==> config.mk <==
export PLATFORM = sky130hd
export DESIGN_NAME = dual_timer_counter
export DESIGN_NICKNAME = d
export VERILOG_FILES = /design/src/timer_pkg.sv /design/src/pin_sync.sv /design/src/dual_timer_counter.sv
export SDC_FILE = /design/constraint.sdc
export NUM_CORES = 1
export LEC_CHECK = 0
export BUFFER_PORTS_ARGS = -buffer_cell sky130_fd_sc_hd__buf_2
export CAP_MARGIN = 20
export CORE_MARGIN = 2
export CORE_UTILIZATION = 55
export CTS_CLUSTER_DIAMETER = 100
export DETAILED_ROUTE_END_ITERATION = 6
export PLACE_DENSITY = 0.85
export SYNTH_ARGS = -nofsm -noshare
export SYNTH_HDL_FRONTEND = slang
export SYNTH_SLANG_ARGS = --single-unit
==> constraint.sdc <==
create_clock -name pclk -period 2.63 [get_ports pclk]
set_clock_uncertainty 0.1 [all_clocks]
set_input_delay 0.526 -clock pclk [delete_from_list [all_inputs] [get_ports pclk]]
set_output_delay 0.526 -clock pclk [all_outputs]
set_load 0.01 [all_outputs]
==> src/timer_pkg.sv <==
// Constants, register map and mode encodings for the dual timer/counter.
package timer_pkg;

  // ************************************************************
  // Register map: printed indices and their APB byte addresses.
  // ************************************************************
  localparam int ADDR_W = 12; // Width of the APB address.
  localparam logic [7:0] IDX_CTRL = 8'h88; // Run, flag and type bits.
  localparam logic [7:0] IDX_MODE = 8'h89; // Gate, select, mode fields.
  localparam logic [7:0] IDX_TL0 = 8'h8A; // Timer 0 low count byte.
  localparam logic [7:0] IDX_TL1 = 8'h8B; // Timer 1 low count byte.
  localparam logic [7:0] IDX_TH0 = 8'h8C; // Timer 0 high count byte.
  localparam logic [7:0] IDX_TH1 = 8'h8D; // Timer 1 high count byte.
  localparam logic [ADDR_W-1:0] ADDR_CTRL = {2'b00, IDX_CTRL, 2'b00};
  localparam logic [ADDR_W-1:0] ADDR_MODE = {2'b00, IDX_MODE, 2'b00};
  localparam logic [ADDR_W-1:0] ADDR_TL0 = {2'b00, IDX_TL0, 2'b00};
  localparam logic [ADDR_W-1:0] ADDR_TL1 = {2'b00, IDX_TL1, 2'b00};
  localparam logic [ADDR_W-1:0] ADDR_TH0 = {2'b00, IDX_TH0, 2'b00};
  localparam logic [ADDR_W-1:0] ADDR_TH1 = {2'b00, IDX_TH1, 2'b00};

  // ************************************************************
  // Field positions inside the control register.
  // ************************************************************
  localparam int CTRL_TF1 = 7; // Timer 1 overflow flag.
  localparam int CTRL_TR1 = 6; // Timer 1 run bit.
  localparam int CTRL_TF0 = 5; // Timer 0 overflow flag.
  localparam int CTRL_TR0 = 4; // Timer 0 run bit.
  localparam int CTRL_IE1 = 3; // External interrupt 1 detect flag.
  localparam int CTRL_IT1 = 2; // External interrupt 1 type select.
  localparam int CTRL_IE0 = 1; // External interrupt 0 detect flag.
  localparam int CTRL_IT0 = 0; // External interrupt 0 type select.

  // ************************************************************
  // Field positions inside the mode register.
  // ************************************************************
  localparam int MODE_T1_GATE = 7; // Timer 1 gate bit.
  localparam int MODE_T1_CT = 6; // Timer 1 counter select.
  localparam int MODE_T1_LSB = 4; // Timer 1 mode field, low bit.
  localparam int MODE_T0_GATE = 3; // Timer 0 gate bit.
  localparam int MODE_T0_CT = 2; // Timer 0 counter select.
  localparam int MODE_T0_LSB = 0; // Timer 0 mode field, low bit.

  // ************************************************************
  // Reset values and timing.
  // ************************************************************
  localparam logic [7:0] CTRL_RESET = 8'h00; // Control clears on reset.
  localparam logic [7:0] MODE_RESET = 8'h00; // Mode clears on reset.
  localparam logic [7:0] COUNT_RESET = 8'h00; // Count bytes start at zero.
  localparam int OSC_PER_MCYCLE = 6; // Oscillator periods per cycle.
  localparam logic [2:0] MC_LAST = 3'(OSC_PER_MCYCLE - 1); // Last phase.

  // Operating modes selected by each two-bit mode field.
  typedef enum logic [1:0] {
    MODE_13BIT = 2'b00,
    MODE_16BIT = 2'b01,
    MODE_RELOAD = 2'b10,
    MODE_SPLIT = 2'b11
  } timer_mode_e;

endpackage

==> src/pin_sync.sv <==
// Two-flop synchroniser for the asynchronous timer pins.
`timescale 1ns/1ps
`default_nettype none

module pin_sync #(
  parameter int WIDTH = 4 // Number of pins brought into the clock domain.
) (
  input wire logic pclk, // System clock.
  input wire logic presetn, // Asynchronous reset, active low.
  input wire logic [WIDTH-1:0] pin_in, // Raw pin levels.
  output logic [WIDTH-1:0] pin_out // Synchronised levels.
);

  // ************************************************************
  // Synchroniser stages.
  // ************************************************************
  logic [WIDTH-1:0] stage1_reg; // First stage, read only by stage two.
  logic [WIDTH-1:0] stage2_reg; // Second stage, safe to use.

  // Both stages reset high so that idle pins read inactive.
  always_ff @(posedge pclk or negedge presetn) begin
    if (!presetn) begin
      stage1_reg <= '1;
      stage2_reg <= '1;
    end else begin
      stage1_reg <= pin_in;
      stage2_reg <= stage1_reg;
    end
  end

  assign pin_out = stage2_reg;

endmodule // pin_sync

`default_nettype wire

==> src/dual_timer_counter.sv <==
// Dual 16-bit timer/counter with overflow and external interrupt flags.
//
// Design decision made here: the APB interface to the registers.
`timescale 1ns/1ps
`default_nettype none

module dual_timer_counter (
  input wire logic pclk, // Oscillator clock, 25 MHz.
  input wire logic presetn, // Asynchronous reset, active low.
  input wire logic psel, // APB select.
  input wire logic penable, // APB enable.
  input wire logic pwrite, // APB write direction.
  input wire logic [timer_pkg::ADDR_W-1:0] paddr, // APB byte address.
  input wire logic [31:0] pwdata, // APB write data.
  output logic [31:0] prdata, // APB read data.
  output logic pready, // APB ready, always high.
  output logic pslverr, // APB error for unmapped addresses.
  input wire logic timer0_count_pin, // Timer 0 external count input.
  input wire logic timer1_count_pin, // Timer 1 external count input.
  input wire logic external_interrupt0_pin_n, // External int 0, low.
  input wire logic external_interrupt1_pin_n, // External int 1, low.
  input wire logic timer0_vector_ack, // CPU vectored to timer 0.
  input wire logic timer1_vector_ack, // CPU vectored to timer 1.
  input wire logic extint0_vector_ack, // CPU vectored to ext int 0.
  input wire logic extint1_vector_ack, // CPU vectored to ext int 1.
  output logic timer0_overflow_flag, // Timer 0 overflow flag.
  output logic timer1_overflow_flag, // Timer 1 overflow flag.
  output logic extint0_detect_flag, // External interrupt 0 flag.
  output logic extint1_detect_flag, // External interrupt 1 flag.
  output logic timer1_overflow_pulse // Timer 1 rollover, for baud use.
);
  import timer_pkg::*;

  // ************************************************************
  // Pin synchronisation.
  // ************************************************************
  logic [3:0] pins_s; // Synchronised count and interrupt pins.
  logic cnt0_s; // Timer 0 count pin, synchronised.
  logic cnt1_s; // Timer 1 count pin, synchronised.
  logic int0_s; // External interrupt 0 pin level, synchronised.
  logic int1_s; // External interrupt 1 pin level, synchronised.

  pin_sync #(.WIDTH(4)) u_sync (
    .pclk(pclk),
    .presetn(presetn),
    .pin_in({external_interrupt1_pin_n, external_interrupt0_pin_n,
             timer1_count_pin, timer0_count_pin}),
    .pin_out(pins_s)
  );

  assign cnt0_s = pins_s[0];
  assign cnt1_s = pins_s[1];
  assign int0_s = pins_s[2];
  assign int1_s = pins_s[3];

  // ************************************************************
  // State declarations.
  // ************************************************************
  logic [2:0] mc_cnt_reg, mc_cnt_next; // Machine-cycle phase.
  logic mc_strobe; // High for one clock per machine cycle.
  logic [7:0] ctrl_reg, ctrl_next; // Run, flag and type bits.
  logic [7:0] mode_reg, mode_next; // Gate, select and mode fields.
  logic [7:0] tl0_reg, tl0_next; // Timer 0 low byte.
  logic [7:0] th0_reg, th0_next; // Timer 0 high byte.
  logic [7:0] tl1_reg, tl1_next; // Timer 1 low byte.
  logic [7:0] th1_reg, th1_next; // Timer 1 high byte.
  logic [1:0] samp_reg, samp_next; // Count pin samples, this cycle.
  logic [1:0] prev_reg, prev_next; // Count pin samples, last cycle.
  logic [1:0] int_prev_reg, int_prev_next; // Last interrupt pin levels.
  logic [31:0] prdata_reg, prdata_next; // Read data captured at setup.
  logic ovf1_reg, ovf1_next; // Registered timer 1 rollover.

  // ************************************************************
  // One counting step for modes 0, 1, 2 and the split low byte.
  // ************************************************************
  // Returns {overflow, high byte, low byte}.
  function automatic logic [16:0] count_step(
    input timer_mode_e mode,
    input logic [7:0] tl,
    input logic [7:0] th,
    input logic inc
  );
    logic [16:0] res;
    res = {1'b0, th, tl};
    if (inc) begin
      unique case (mode)
        MODE_13BIT: begin
          // Upper three low bits are left alone; they mean nothing.
          res[4:0] = tl[4:0] + 5'h01;
          if (tl[4:0] == 5'h1F) begin
            res[15:8] = th + 8'h01;
            res[16] = (th == 8'hFF);
          end
        end
        MODE_16BIT: res = {1'b0, th, tl} + 17'h00001;
        MODE_RELOAD: begin
          if (tl == 8'hFF) begin
            res[7:0] = th;
            res[16] = 1'b1;
          end else begin
            res[7:0] = tl + 8'h01;
          end
        end
        MODE_SPLIT: begin
          res[7:0] = tl + 8'h01;
          res[16] = (tl == 8'hFF);
        end
      endcase
    end
    return res;
  endfunction

  // ************************************************************
  // Timer datapath control.
  // ************************************************************
  timer_mode_e t0_mode; // Timer 0 mode field.
  timer_mode_e t1_mode; // Timer 1 mode field.
  logic t0_split; // Timer 0 runs as two 8-bit halves.
  logic gate0_ok, gate1_ok; // Gate allows counting.
  logic inc0, inc1; // Count pulses delivered to each timer.
  logic edge0, edge1; // Falling edges seen on the count pins.
  logic th0_inc; // Split high byte count pulse.
  logic th0_ovf; // Split high byte rollover.
  logic [16:0] res0, res1; // Counting step results.
  logic ovf0, ovf1; // Rollovers this clock.
  logic tf1_set; // Source that sets the timer 1 flag.
  logic ie0_set, ie1_set; // External interrupt detections.

  always_comb begin
    t0_mode = timer_mode_e'(mode_reg[MODE_T0_LSB +: 2]);
    t1_mode = timer_mode_e'(mode_reg[MODE_T1_LSB +: 2]);
    t0_split = (t0_mode == MODE_SPLIT);
    // A set gate bit hands control to the interrupt pin level.
    gate0_ok = !mode_reg[MODE_T0_GATE] || int0_s;
    gate1_ok = !mode_reg[MODE_T1_GATE] || int1_s;
    // Edge seen between the last two samples counts at this strobe.
    edge0 = prev_reg[0] && !samp_reg[0];
    edge1 = prev_reg[1] && !samp_reg[1];
    // Select bit: clear counts machine cycles, set counts pin edges.
    inc0 = mc_strobe && ctrl_reg[CTRL_TR0] && gate0_ok &&
           (mode_reg[MODE_T0_CT] ? edge0 : 1'b1);
    // Mode 3 on timer 1 acts as a cleared run bit.
    inc1 = mc_strobe && ctrl_reg[CTRL_TR1] && gate1_ok &&
           (t1_mode != MODE_SPLIT) &&
           (mode_reg[MODE_T1_CT] ? edge1 : 1'b1);
    res0 = count_step(t0_mode, tl0_reg, th0_reg, inc0);
    res1 = count_step(t1_mode, tl1_reg, th1_reg, inc1);
    ovf0 = res0[16];
    ovf1 = res1[16];
    // The split high byte counts machine cycles under timer 1's run.
    th0_inc = t0_split && mc_strobe && ctrl_reg[CTRL_TR1];
    th0_ovf = th0_inc && (th0_reg == 8'hFF);
    // Timer 1 loses its flag to timer 0's high byte in split mode.
    tf1_set = t0_split ? th0_ovf : ovf1;
    // Type bit set: falling edge; clear: low level.
    ie0_set = ctrl_reg[CTRL_IT0] ? (int_prev_reg[0] && !int0_s)
                                 : !int0_s;
    ie1_set = ctrl_reg[CTRL_IT1] ? (int_prev_reg[1] && !int1_s)
                                 : !int1_s;
  end

  // ************************************************************
  // APB decode.
  // ************************************************************
  logic acc; // Access phase of a transfer.
  logic wr; // Write that takes effect this edge.
  logic hit; // Address maps to a register.
  logic wr_ctrl, wr_mode, wr_tl0, wr_th0, wr_tl1, wr_th1; // Write strobes.
  logic [7:0] rd_mux; // Register selected for reading.

  always_comb begin
    acc = psel && penable;
    wr = acc && pwrite;
    hit = 1'b1;
    rd_mux = 8'h00;
    case (paddr)
      ADDR_CTRL: rd_mux = ctrl_reg;
      ADDR_MODE: rd_mux = mode_reg;
      ADDR_TL0: rd_mux = tl0_reg;
      ADDR_TH0: rd_mux = th0_reg;
      ADDR_TL1: rd_mux = tl1_reg;
      ADDR_TH1: rd_mux = th1_reg;
      default: hit = 1'b0;
    endcase
    wr_ctrl = wr && (paddr == ADDR_CTRL);
    wr_mode = wr && (paddr == ADDR_MODE);
    wr_tl0 = wr && (paddr == ADDR_TL0);
    wr_th0 = wr && (paddr == ADDR_TH0);
    wr_tl1 = wr && (paddr == ADDR_TL1);
    wr_th1 = wr && (paddr == ADDR_TH1);
  end

  // Zero wait states; unmapped addresses answer with an error.
  assign pready = 1'b1;
  assign pslverr = acc && !hit;
  assign prdata = prdata_reg;

  // ************************************************************
  // Next-state logic for every register.
  // ************************************************************
  // Software writes win over counting on the same edge, so a load
  // is never half-overwritten by an increment.
  always_comb begin
    mc_cnt_next = mc_strobe ? 3'h0 : mc_cnt_reg + 3'h1;
    samp_next = mc_strobe ? {cnt1_s, cnt0_s} : samp_reg;
    prev_next = mc_strobe ? samp_reg : prev_reg;
    int_prev_next = {int1_s, int0_s};
    prdata_next = (psel && !penable) ? {24'h000000, rd_mux} : prdata_reg;
    ovf1_next = ovf1;
    mode_next = wr_mode ? pwdata[7:0] : mode_reg;
    // Run bits change only by software; counts are not touched.
    ctrl_next = wr_ctrl ? pwdata[7:0] : ctrl_reg;
    // Flags: acknowledge clears, but a set on the same edge wins.
    ctrl_next[CTRL_TF0] = (ctrl_next[CTRL_TF0] && !timer0_vector_ack) ||
                          ovf0;
    ctrl_next[CTRL_TF1] = (ctrl_next[CTRL_TF1] && !timer1_vector_ack) ||
                          tf1_set;
    ctrl_next[CTRL_IE0] = (ctrl_next[CTRL_IE0] && !extint0_vector_ack) ||
                          ie0_set;
    ctrl_next[CTRL_IE1] = (ctrl_next[CTRL_IE1] && !extint1_vector_ack) ||
                          ie1_set;
    tl0_next = wr_tl0 ? pwdata[7:0] : res0[7:0];
    if (wr_th0) begin
      th0_next = pwdata[7:0];
    end else if (t0_split) begin
      th0_next = th0_inc ? th0_reg + 8'h01 : th0_reg;
    end else begin
      th0_next = res0[15:8];
    end
    tl1_next = wr_tl1 ? pwdata[7:0] : res1[7:0];
    th1_next = wr_th1 ? pwdata[7:0] : res1[15:8];
  end

  // Registers only; all reset values are constants.
  always_ff @(posedge pclk or negedge presetn) begin
    if (!presetn) begin
      mc_cnt_reg <= 3'h0;
      ctrl_reg <= CTRL_RESET;
      mode_reg <= MODE_RESET;
      tl0_reg <= COUNT_RESET;
      th0_reg <= COUNT_RESET;
      tl1_reg <= COUNT_RESET;
      th1_reg <= COUNT_RESET;
      samp_reg <= 2'h3;
      prev_reg <= 2'h3;
      int_prev_reg <= 2'h3;
      prdata_reg <= 32'h00000000;
      ovf1_reg <= 1'b0;
    end else begin
      mc_cnt_reg <= mc_cnt_next;
      ctrl_reg <= ctrl_next;
      mode_reg <= mode_next;
      tl0_reg <= tl0_next;
      th0_reg <= th0_next;
      tl1_reg <= tl1_next;
      th1_reg <= th1_next;
      samp_reg <= samp_next;
      prev_reg <= prev_next;
      int_prev_reg <= int_prev_next;
      prdata_reg <= prdata_next;
      ovf1_reg <= ovf1_next;
    end
  end

  assign mc_strobe = (mc_cnt_reg == MC_LAST);
  assign timer0_overflow_flag = ctrl_reg[CTRL_TF0];
  assign timer1_overflow_flag = ctrl_reg[CTRL_TF1];
  assign extint0_detect_flag = ctrl_reg[CTRL_IE0];
  assign extint1_detect_flag = ctrl_reg[CTRL_IE1];
  // Still driven in every mode of timer 0 so baud logic keeps working.
  assign timer1_overflow_pulse = ovf1_reg;
endmodule // dual_timer_counter

`default_nettype wire

==> run_results.csv, run 1 <==
group,metric,value,unit
logic_synthesis,syn_inst,546,
logic_synthesis,ys_seq_elements,74,
clocking,root_buffer,"clkbuf_8",
die,start_util,56.3,%
timing,max_freq,406,MHz
clocking,cts_setup_buffers,0,
logic_synthesis,synthTopCellsByArea,"dfrtp_1, dfstp_2, nand2_1",
timing,finalCriticalPeriod,2.46,ns
clocking,cts_sinks,74,
die,die_w,98,um
detailed_routing,detail-route-antenna-nets,0,
power_and_ir_drop,p_int,1.67,mW
power_and_ir_drop,power.switching,0.580,mW
logic_synthesis,synth_most_common_cell,"nand2_1",
logic_synthesis,async_flop_share,100,%
worst_setup_path,worstReg2RegStart,"tl1_reg[0]",
clocking,clock_latency,0.35,ns
logic_synthesis,synth.cell_area,4860,sq um
die,rows,34,
placed_design,place_ws,-0.105,ns
final_layout,syn_to_final_growth,11.6,%
worst_setup_path,worstSetupStartpoint,"tl1_reg[0]",
timing,finalSetupViolations,0,
timing,tightest_slew,0.645,ns
logic_synthesis,yosysTopAreaCell,"dfrtp_1",
detailed_routing,wl,13900,um
detailed_routing,drt_pass1_iterations,5,
worst_setup_path,critPathLaunchType,"register",
clocking,h-tree-depth,3,
global_route,grt_overflow,0,
clocking,numCtsBuffers,9,
clocking,clock_path_buffers,2,
outcome,outcome,"complete, no violations",
placed_design,place_congestion,0.975,
logic_synthesis,ys_seq_area_share,38.5,%
placed_design,hpwl,10200,um
logic_synthesis,avgSynthCellArea,8.90,sq um
detailed_routing,avgRoutedWirePerCell,19.3,um
final_layout,fillerInstances,728,
power_and_ir_drop,ir_drop,329,uV
power_and_ir_drop,pwr-share-comb,8.2,%
timing,rsz0062_at_grt,"false",
worst_setup_path,path_class,"register to register",
detailed_routing,met1_length,5810,um
logic_synthesis,yosys-top-cells-count,"nand2_1, dfrtp_1, o21ai_0",
worst_setup_path,reg2reg_slack,0.17,ns
detailed_routing,wl_met3,1380,um
final_layout,final_net_count,675,
min_path,min_path_type,"input pin to asynchronous set/reset pin",
timing,relSlewSlack,56.7,%
clocking,cts_tree,"done",
detailed_routing,vias,4578,
power_and_ir_drop,powerDensity,415,nW/um^2
global_route,antenna_found_initial,0,
final_layout,layout-drive-gt1-share,20.4,%
timing,fin_ws,0.168,ns
die,num_io_pins,96,
detailed_routing,met2_wirelength,6000,um
power_and_ir_drop,p_leak,2.30,nW
job,drv_cap,0,
logic_synthesis,synth_edf_count,0,
logic_synthesis,synthDistinctLibCells,61,
global_route,grt_pass1_wl,22300,um
detailed_routing,drt_iter0_drc,399,
final_layout,fin_util,62.8,%
clocking,holdBufCountCts,0,
die,die_area,9600,sq um
final_layout,diodes,0,
logic_synthesis,synth_ff_type,"dfrtp_1",
worst_setup_path,required,2.77,ns
power_and_ir_drop,clkPwrFrac,38.6,%
worst_setup_path,crit_path_end_kind,"register",
die,die_h,98,um
detailed_routing,top_layer,"met4",
global_route,grt.total_usage,29.6,%
logic_synthesis,synth_top_area_share,30.9,%
power_and_ir_drop,p_total,2.25,mW
placed_design,io_buffers,46,
clocking,path_clk_slew,0.08,ns
die,core,8640,sq um
global_route,grt_max_degree,40,
logic_synthesis,synth_warnings,0,
power_and_ir_drop,p_sw_share,25.7,%
timing,finalMaxSlewViolations,0,
detailed_routing,vias_per_cell,6.38,
global_route,grt_pass1_vias,4315,
worst_setup_path,worstPathMaxFanout,9,
worst_setup_path,cp.arrival,2.60,ns
timing,report.final.hold_viol_count,0,
power_and_ir_drop,seq_power_share,53.2,%
detailed_routing,drc,0,
timing,period_share,93.6,%
[final timing paths]
path | endpoint | cells past startpoint
worst max-delay path | th1_reg[6] | 9
worst min register to register | u_sync.pin_out[3] | 0
worst min-delay path | th1_reg[6] | 1
max in group asynchronous | prev_reg[1] | 2
min in group pclk | u_sync.stage1_reg[0] | 1
worst max register to register | th1_reg[6] | 9
[cell usage in the layout, fill, tap and decap left out, types with 4 or more instances in the layout]
cell type,count
a22o_1,6
nor3_1,17
nor3_2,4
o21ai_0,42
conb_1,25
nand3_1,16
mux2i_1,9
o22ai_1,9
o31ai_1,5
ha_1,14
nand2b_1,8
nor2_1,33
a221o_1,4
dfrtp_1,60
and3_1,5
a21oi_1,17
clkbuf_8,9
nand4_1,6
a22oi_1,23
xnor2_1,13
mux2_2,9
nand2_1,72
a41oi_1,6
xor2_1,9
buf_2,45
nor2b_1,9
buf_4,27
dfstp_2,14
inv_1,22
a221oi_1,7
a31oi_1,4
a211oi_1,6
[area by class of cell]
type | instances | area, sq um | area share [%]
multi-input cells | 424 | 2700 | 49.8
flip-flops and latches | 74 | 1870 | 34.5
repair buffers | 73 | 448 | 8.26
well taps | 108 | 135 | 2.49
clock buffers | 11 | 131 | 2.42
inverters | 22 | 82.6 | 1.52
clock inverters | 5 | 55.1 | 1.01
[critical path, cell delays in order, from the launching register on]
cell     delay, ns
dfrtp_1       0.45
ha_1          0.25
and3_1        0.24
ha_1          0.26
nand2_1       0.10
o21ai_0       0.13
nand2_1       0.30
a21oi_1       0.11
a31o_2        0.26
a22o_1        0.17
[stage by stage]
step                      instances  area [sq um]  hold WS [ns]  TNS [ns]
after floorplan                 569          4950         0.130         0
after global placement          701          5230         0.246   -0.0791
after detailed placement        701          5230         0.247    -0.522
after CTS                       717          5420        0.0528         0
after global routing            717          5430        0.0577         0
final                           717          5430        0.0339         0
[timing repair]
action                                  in CTS  in global routing
hold endpoints to repair                     0                  0
gates resized for setup                      0                  2
endpoints found under the setup margin       0                  2
[power groups by stage]
stage               Clock (mW)  Combinational, mW  Sequential (mW)
floorplan                    0              0.103             1.22
global placement             0              0.179             1.22
detailed placement           0              0.182             1.22
CTS                      0.881              0.184             1.20
global route             0.933              0.203             1.20
finish                   0.869              0.185             1.20
[kinds of logic (layout without fill, tap and decap cells)]
logic type | count (synthesis) | count (layout) | synth area share (%)
compound gates | 148 | 148 | 21.1
xor+xnor | 22 | 22 | 3.97
fa+ha+maj | 14 | 14 | 3.60
buf+inv | 71 | 111 | 7.83
flops | 74 | 74 | 38.5
mux | 18 | 18 | 3.94
other cells | 2 | 25 | 0.155
simple gates | 197 | 197 | 21.0
[layer usage]
metal  vias up  GRT usage [%]
met3        56           6.44
met4         0           15.0
met2       253           43.7
met5         -              0
li1       2060              -
met1      2209           41.1
(Power assumes the default switching activity.)
==> run 2: changes to the inputs <==
--- a/config.mk
+++ b/config.mk
@@ -14,4 +14,5 @@
 export PLACE_DENSITY = 0.85
 export SYNTH_ARGS = -nofsm -noshare
 export SYNTH_HDL_FRONTEND = slang
+export SYNTH_HIERARCHICAL = 1
 export SYNTH_SLANG_ARGS = --single-unit
==> run_results.csv, run 2 <==
group,metric,value,unit
timing,fin_ws,0.174,ns
min_path,hold_end,"u_sync/stage1_reg[1]",
power_and_ir_drop,p_int,1.68,mW
logic_synthesis,synth_edf_count,0,
power_and_ir_drop,power.switching,0.611,mW
die,die_w,97.3,um
global_route,grt.total_usage,30.0,%
detailed_routing,wl,14000,um
worst_setup_path,crit_path_end_kind,"register",
logic_synthesis,yosys-top-cells-count,"dfrtp_1, nand2_1, nor2_1",
detailed_routing,avgRoutedWirePerCell,19.8,um
logic_synthesis,synth_fa_ha_area_share,3.66,%
power_and_ir_drop,seq_power_share,52.2,%
worst_setup_path,worstRegToRegCells,7,
clocking,clock_path_buffers,2,
timing,timing.setup.tns,0,ns
clocking,cts_tree,"done",
logic_synthesis,ys_seq_area_share,39.0,%
worst_setup_path,critPathLaunchType,"register",
die,die_h,97.3,um
final_layout,diodes,0,
worst_setup_path,r2r_end,"tl1_reg[1]",
timing,max_freq,407,MHz
worst_setup_path,worstReg2RegStart,"tl1_reg[1]",
global_route,grt_max_degree,67,
final_layout,multi_input_area,2640,sq um
die,core,8590,sq um
logic_synthesis,synthTopCellsByArea,"dfrtp_1, dfstp_2, buf_4",
global_route,antenna_found_initial,0,
die,num_io_pins,96,
power_and_ir_drop,pwr-share-comb,8.1,%
logic_synthesis,synth-simple-area-share,19.8,%
clocking,cts_sinks,74,
worst_setup_path,required,2.76,ns
final_layout,final_common_cell,"dfrtp_1",
power_and_ir_drop,p_leak,2.31,nW
worst_setup_path,cp.arrival,2.58,ns
clocking,cts_setup_buffers,0,
timing,tightest_slew,0.854,ns
final_layout,layout-drive-gt1-share,21.5,%
logic_synthesis,synth.cell_area,4790,sq um
final_layout,fin_util,62.5,%
min_path,hold_depth,1,
power_and_ir_drop,clkPwrFrac,39.7,%
die,rows,34,
logic_synthesis,synth_xor_area_share,2.93,%
clocking,holdBufCountCts,0,
final_layout,final_cell_mix,"dfrtp_1, nand2_1, buf_2, nor2_1, o21ai_0",
final_layout,seqCellArea,1870,sq um
worst_setup_path,path_class,"register to register",
logic_synthesis,muxShareOfSynthArea,5.41,%
power_and_ir_drop,powerDensity,427,nW/um^2
power_and_ir_drop,ir_drop,341,uV
logic_synthesis,synth_top_family_by_area,"compound AO/OA/AOI/OAI gates",
final_layout,final_net_count,666,
placed_design,place_congestion,0.980,
timing,finalCriticalPeriod,2.46,ns
placed_design,dp.cells,692,
logic_synthesis,yosysTopAreaCell,"dfrtp_1",
logic_synthesis,synth_ff_type,"dfrtp_1",
final_layout,fillerInstances,757,
die,start_util,55.7,%
logic_synthesis,synth_top_area_share,31.4,%
global_route,grt_overflow,0,
logic_synthesis,synth-compound-area-share,21.4,%
detailed_routing,drt_pass1_iterations,5,
timing,finalSetupViolations,0,
worst_setup_path,worstPathMaxFanout,6,
power_and_ir_drop,p_sw_share,26.6,%
final_layout,stdcell_count,708,
clocking,clock_latency,0.35,ns
clocking,cts-resized-gates,0,
min_path,min_path_type,"input pin to register",
timing,period_share,93.4,%
clocking,numCtsBuffers,9,
logic_synthesis,avgSynthCellArea,9.00,sq um
clocking,root_buffer,"clkbuf_8",
timing,finalMaxSlewViolations,0,
logic_synthesis,synth_warnings,6,
detailed_routing,vias,4530,
detailed_routing,vias_per_cell,6.40,
global_route,grt_pass1_wl,22500,um
clocking,h-tree-depth,3,
clocking,path_clk_slew,0.09,ns
logic_synthesis,async_flop_share,100,%
timing,hold_slack,0.166,ns
placed_design,place_ws,0.199,ns
placed_design,hpwl,10400,um
logic_synthesis,synth_most_common_cell,"dfrtp_1",
detailed_routing,drc,0,
timing,report.final.hold_viol_count,0,
final_layout,syn_to_final_growth,12.1,%
detailed_routing,drt_iter0_drc,565,
placed_design,io_buffers,46,
global_route,grt_pass1_vias,4397,
logic_synthesis,ys_seq_elements,74,
detailed_routing,detail-route-antenna-nets,0,
min_path,hold_start,"timer1_count_pin",
job,drv_cap,0,
timing,relSlewSlack,43.0,%
worst_setup_path,reg2reg_slack,0.17,ns
die,die_area,9470,sq um
logic_synthesis,syn_inst,532,
outcome,outcome,"complete, no violations",
timing,rsz0062_at_grt,"false",
logic_synthesis,synthDistinctLibCells,66,
run 2: worst max path at each step:
stage / cells after the start / to / slack [ns] / startpoint
after floorplan: 8 / th0_reg[3] / 0.38 / paddr[8]
after global placement: 7 / th0_reg[5] / 0.24 / paddr[8]
after detailed placement: 7 / th0_reg[3] / 0.20 / paddr[8]
after CTS: 7 / tl1_reg[1] / 0.25 / tl1_reg[1]
after global routing: 10 / th0_reg[3] / 0.05 / tl0_reg[1]
final: 7 / tl1_reg[1] / 0.17 / tl1_reg[1]
run 2: metrics by stage:
step           area (sq um)  total power, mW
2_1_floorplan          4870             1.32
3_3_place_gp           5170             1.39
3_5_place_dp           5170             1.40
4_1_cts                5370             2.30
5_1_grt                5370             2.37
6_report               5370             2.29
run 2: cell type report:
class	instances	area share, %
multi-input combinational	414	49.2
sequential	74	34.8
timing repair buffer	72	7.97
tap	108	2.52
clock buffer	9	2.31
inverter	24	1.68
clock inverter	7	1.47
run 2: power by group through the flow:
stage	Sequential, mW	Combinational (mW)	Clock, mW
CTS	1.20	0.185	0.923
global placement	1.22	0.179	0
finish	1.20	0.186	0.912
global route	1.20	0.203	0.970
detailed placement	1.22	0.184	0
floorplan	1.22	0.101	0
run 2: cells by family after synthesis:
family                     after synthesis
and+or+nand+nor                        189
AOI/OAI and AO/OA                      146
DFF                                     74
buffers and inverters                   67
muxes                                   24
xor gates and xnor gates                16
adders and majority gates               14
other                                    2
run 2: critical path: stages, from the launching register on:
cell	delay [ns]
dfrtp_1	0.46
ha_1	0.24
and4_1	0.27
nand2_1	0.18
a2111o_1	0.53
a221o_1	0.37
o21ai_0	0.08
o21ai_0	0.11
run 2: routing by layer:
layer / track usage, % / part of all wire, % / up-vias
met5: 0 / 0 / -
met4: 13.4 / 3.8 / 0
met3: 5.32 / 10 / 62
met2: 46.5 / 45 / 318
met1: 41.4 / 41 / 2114
li1: - / - / 2036
==> run 3: changes to the inputs <==
--- a/config.mk
+++ b/config.mk
@@ -10,8 +10,10 @@
 export CORE_MARGIN = 2
 export CORE_UTILIZATION = 55
 export CTS_CLUSTER_DIAMETER = 100
+export CTS_CLUSTER_SIZE = 12
 export DETAILED_ROUTE_END_ITERATION = 6
 export PLACE_DENSITY = 0.85
+export RECOVER_POWER = 25
 export SYNTH_ARGS = -nofsm -noshare
 export SYNTH_HDL_FRONTEND = slang
 export SYNTH_HIERARCHICAL = 1
==> run_results.csv, run 3 (synthesis results as in run 2) <==
group,metric,value,unit
outcome,outcome,"finished, violations left",
outcome,violations,"max-capacitance violations, max-slew violations",
clocking,cts-resized-gates,0,
clocking,cts_sinks,74,
timing,max_freq,412,MHz
worst_setup_path,r2r_end,"tl1_reg[0]",
placed_design,hpwl,10400,um
global_route,grt_pass1_vias,4397,
clocking,cts_tree,"done",
min_path,min_path_type,"input pin to register",
worst_setup_path,worstReg2RegStart,"tl1_reg[1]",
die,rows,34,
worst_setup_path,path_class,"register to register",
timing,period_share,92.4,%
global_route,grt_pass1_wl,22500,um
clocking,clock_latency,0.35,ns
global_route,antenna_found_initial,0,
worst_setup_path,critPathLaunchType,"register",
worst_setup_path,crit_chain,"ha_1 > and4_1 > nand2_1 > a2111o_1 > a221o_1 > o21ai_0 > o21ai_0",
clocking,clock_path_buffers,2,
die,start_util,55.7,%
worst_setup_path,cp.arrival,2.56,ns
final_layout,final_common_cell,"dfrtp_1",
placed_design,dp.cells,692,
worst_setup_path,worstSetupStartpoint,"tl1_reg[1]",
final_layout,final_cell_mix,"dfrtp_1, nand2_1, buf_2, nor2_1, o21ai_0",
placed_design,place_congestion,0.980,
detailed_routing,drt_pass1_iterations,6,
global_route,grt.total_usage,30.0,%
detailed_routing,drc,0,
clocking,h-tree-depth,3,
worst_setup_path,worstPathMaxFanout,6,
worst_setup_path,reg2reg_slack,0.20,ns
detailed_routing,met1_length,5750,um
timing,rsz0062_at_grt,"false",
timing,relSlewSlack,-12.1,%
worst_setup_path,cpPeakStageDelay,0.53,ns
clocking,path_clk_slew,0.09,ns
timing,finalMaxSlewViolations,67,
final_layout,fillerInstances,757,
worst_setup_path,critPathMostFrequentCell,"o21ai_0",
worst_setup_path,worstRegToRegCells,7,
power_and_ir_drop,powerDensity,428,nW/um^2
detailed_routing,wl,14000,um
clocking,numCtsBuffers,9,
worst_setup_path,cp_slowest_cell,"a2111o_1",
die,die_h,97.3,um
clocking,root_buffer,"clkbuf_8",
power_and_ir_drop,p_leak,2.31,nW
timing,hold_slack,0.165,ns
worst_setup_path,crit_path_end_kind,"register",
detailed_routing,vias_per_cell,6.40,
final_layout,syn_to_final_growth,12.1,%
detailed_routing,met2_wirelength,6260,um
worst_setup_path,endpoint,"tl1_reg[0]",
detailed_routing,vias,4533,
timing,finalSetupViolations,0,
power_and_ir_drop,ir_drop,341,uV
final_layout,layout-drive-gt1-share,21.2,%
job,drv_cap,1,
worst_setup_path,required,2.76,ns
detailed_routing,top_layer,"met4",
die,die_w,97.3,um
detailed_routing,avgRoutedWirePerCell,19.8,um
timing,tightest_slew,1.68,ns
global_route,grt_overflow,0,
die,core,8590,sq um
clocking,holdBufCountCts,0,
die,num_io_pins,96,
die,die_area,9470,sq um
timing,timing.setup.tns,0,ns
detailed_routing,drt_iter0_drc,562,
final_layout,fin_util,62.4,%
placed_design,io_buffers,46,
final_layout,diodes,0,
clocking,cts_setup_buffers,0,
final_layout,stdcell_count,708,
timing,finalCriticalPeriod,2.43,ns
detailed_routing,wl_met3,1500,um
timing,report.final.hold_viol_count,0,
global_route,grt_max_degree,67,
final_layout,final_net_count,666,
detailed_routing,detail-route-antenna-nets,0,
-- run 3: cell count changes in the layout (fill, tap and decap cells not counted) --
cell,delta
buf_4,-1
clkbuf_2,+1
dfstp_1,+2
dfstp_2,-2
-- run 3: through the flow --
stage	setup WS, ns	cell area (sq um)	power, mW
detailed placement	0.199	5170	1.40
floorplan	0.379	4870	1.32
global route	0.0476	5370	2.37
finish	0.201	5370	2.29
CTS	0.254	5370	2.30
global placement	0.237	5170	1.39
-- run 3: worst max-delay path, delay by kind of cell, from the launching register on --
family          cells  cell delay (ns)
compound gates      4             1.10
simple gates        2             0.44
flops               1             0.44
fa+ha+maj           1             0.24
-- run 3: cell type report --
cell class	instances	area (sq um)	share of cell area (%)
Sequential cell	74	1870	34.8
Clock buffer	9	124	2.31
Tap cell	108	135	2.52
Inverter	24	90.1	1.68
Multi-Input combinational cell	414	2640	49.3
Clock inverter	7	78.8	1.47
Timing Repair Buffer	72	425	7.93
-- run 3: worst min path at each step --
stage	depth (start not counted)	to	start	slack, ns
floorplan	0	ctrl_reg[0]	presetn	0.13
global placement	0	u_sync/pin_out[1]	u_sync/stage1_reg[1]	0.25
detailed placement	0	u_sync/pin_out[2]	u_sync/stage1_reg[2]	0.25
CTS	1	u_sync/stage1_reg[1]	timer1_count_pin	0.15
global route	1	u_sync/stage1_reg[1]	timer1_count_pin	0.15
finish	1	u_sync/stage1_reg[1]	timer1_count_pin	0.16
-- run 3: routing by layer --
metal | GRT usage (%) | vias to the layer above
met5 | 0 | -
met4 | 13.4 | 0
met2 | 46.5 | 331
li1 | - | 2031
met1 | 41.4 | 2116
met3 | 5.32 | 55
-- run 3: where the power goes --
group,switching [mW],internal (mW),leakage (nW),total [mW]
clock,0.467,0.446,0.0973,0.913
combinational,0.124,0.0618,1.36,0.185
sequential,0.0216,1.17,0.855,1.20
total,0.612,1.68,2.31,2.29
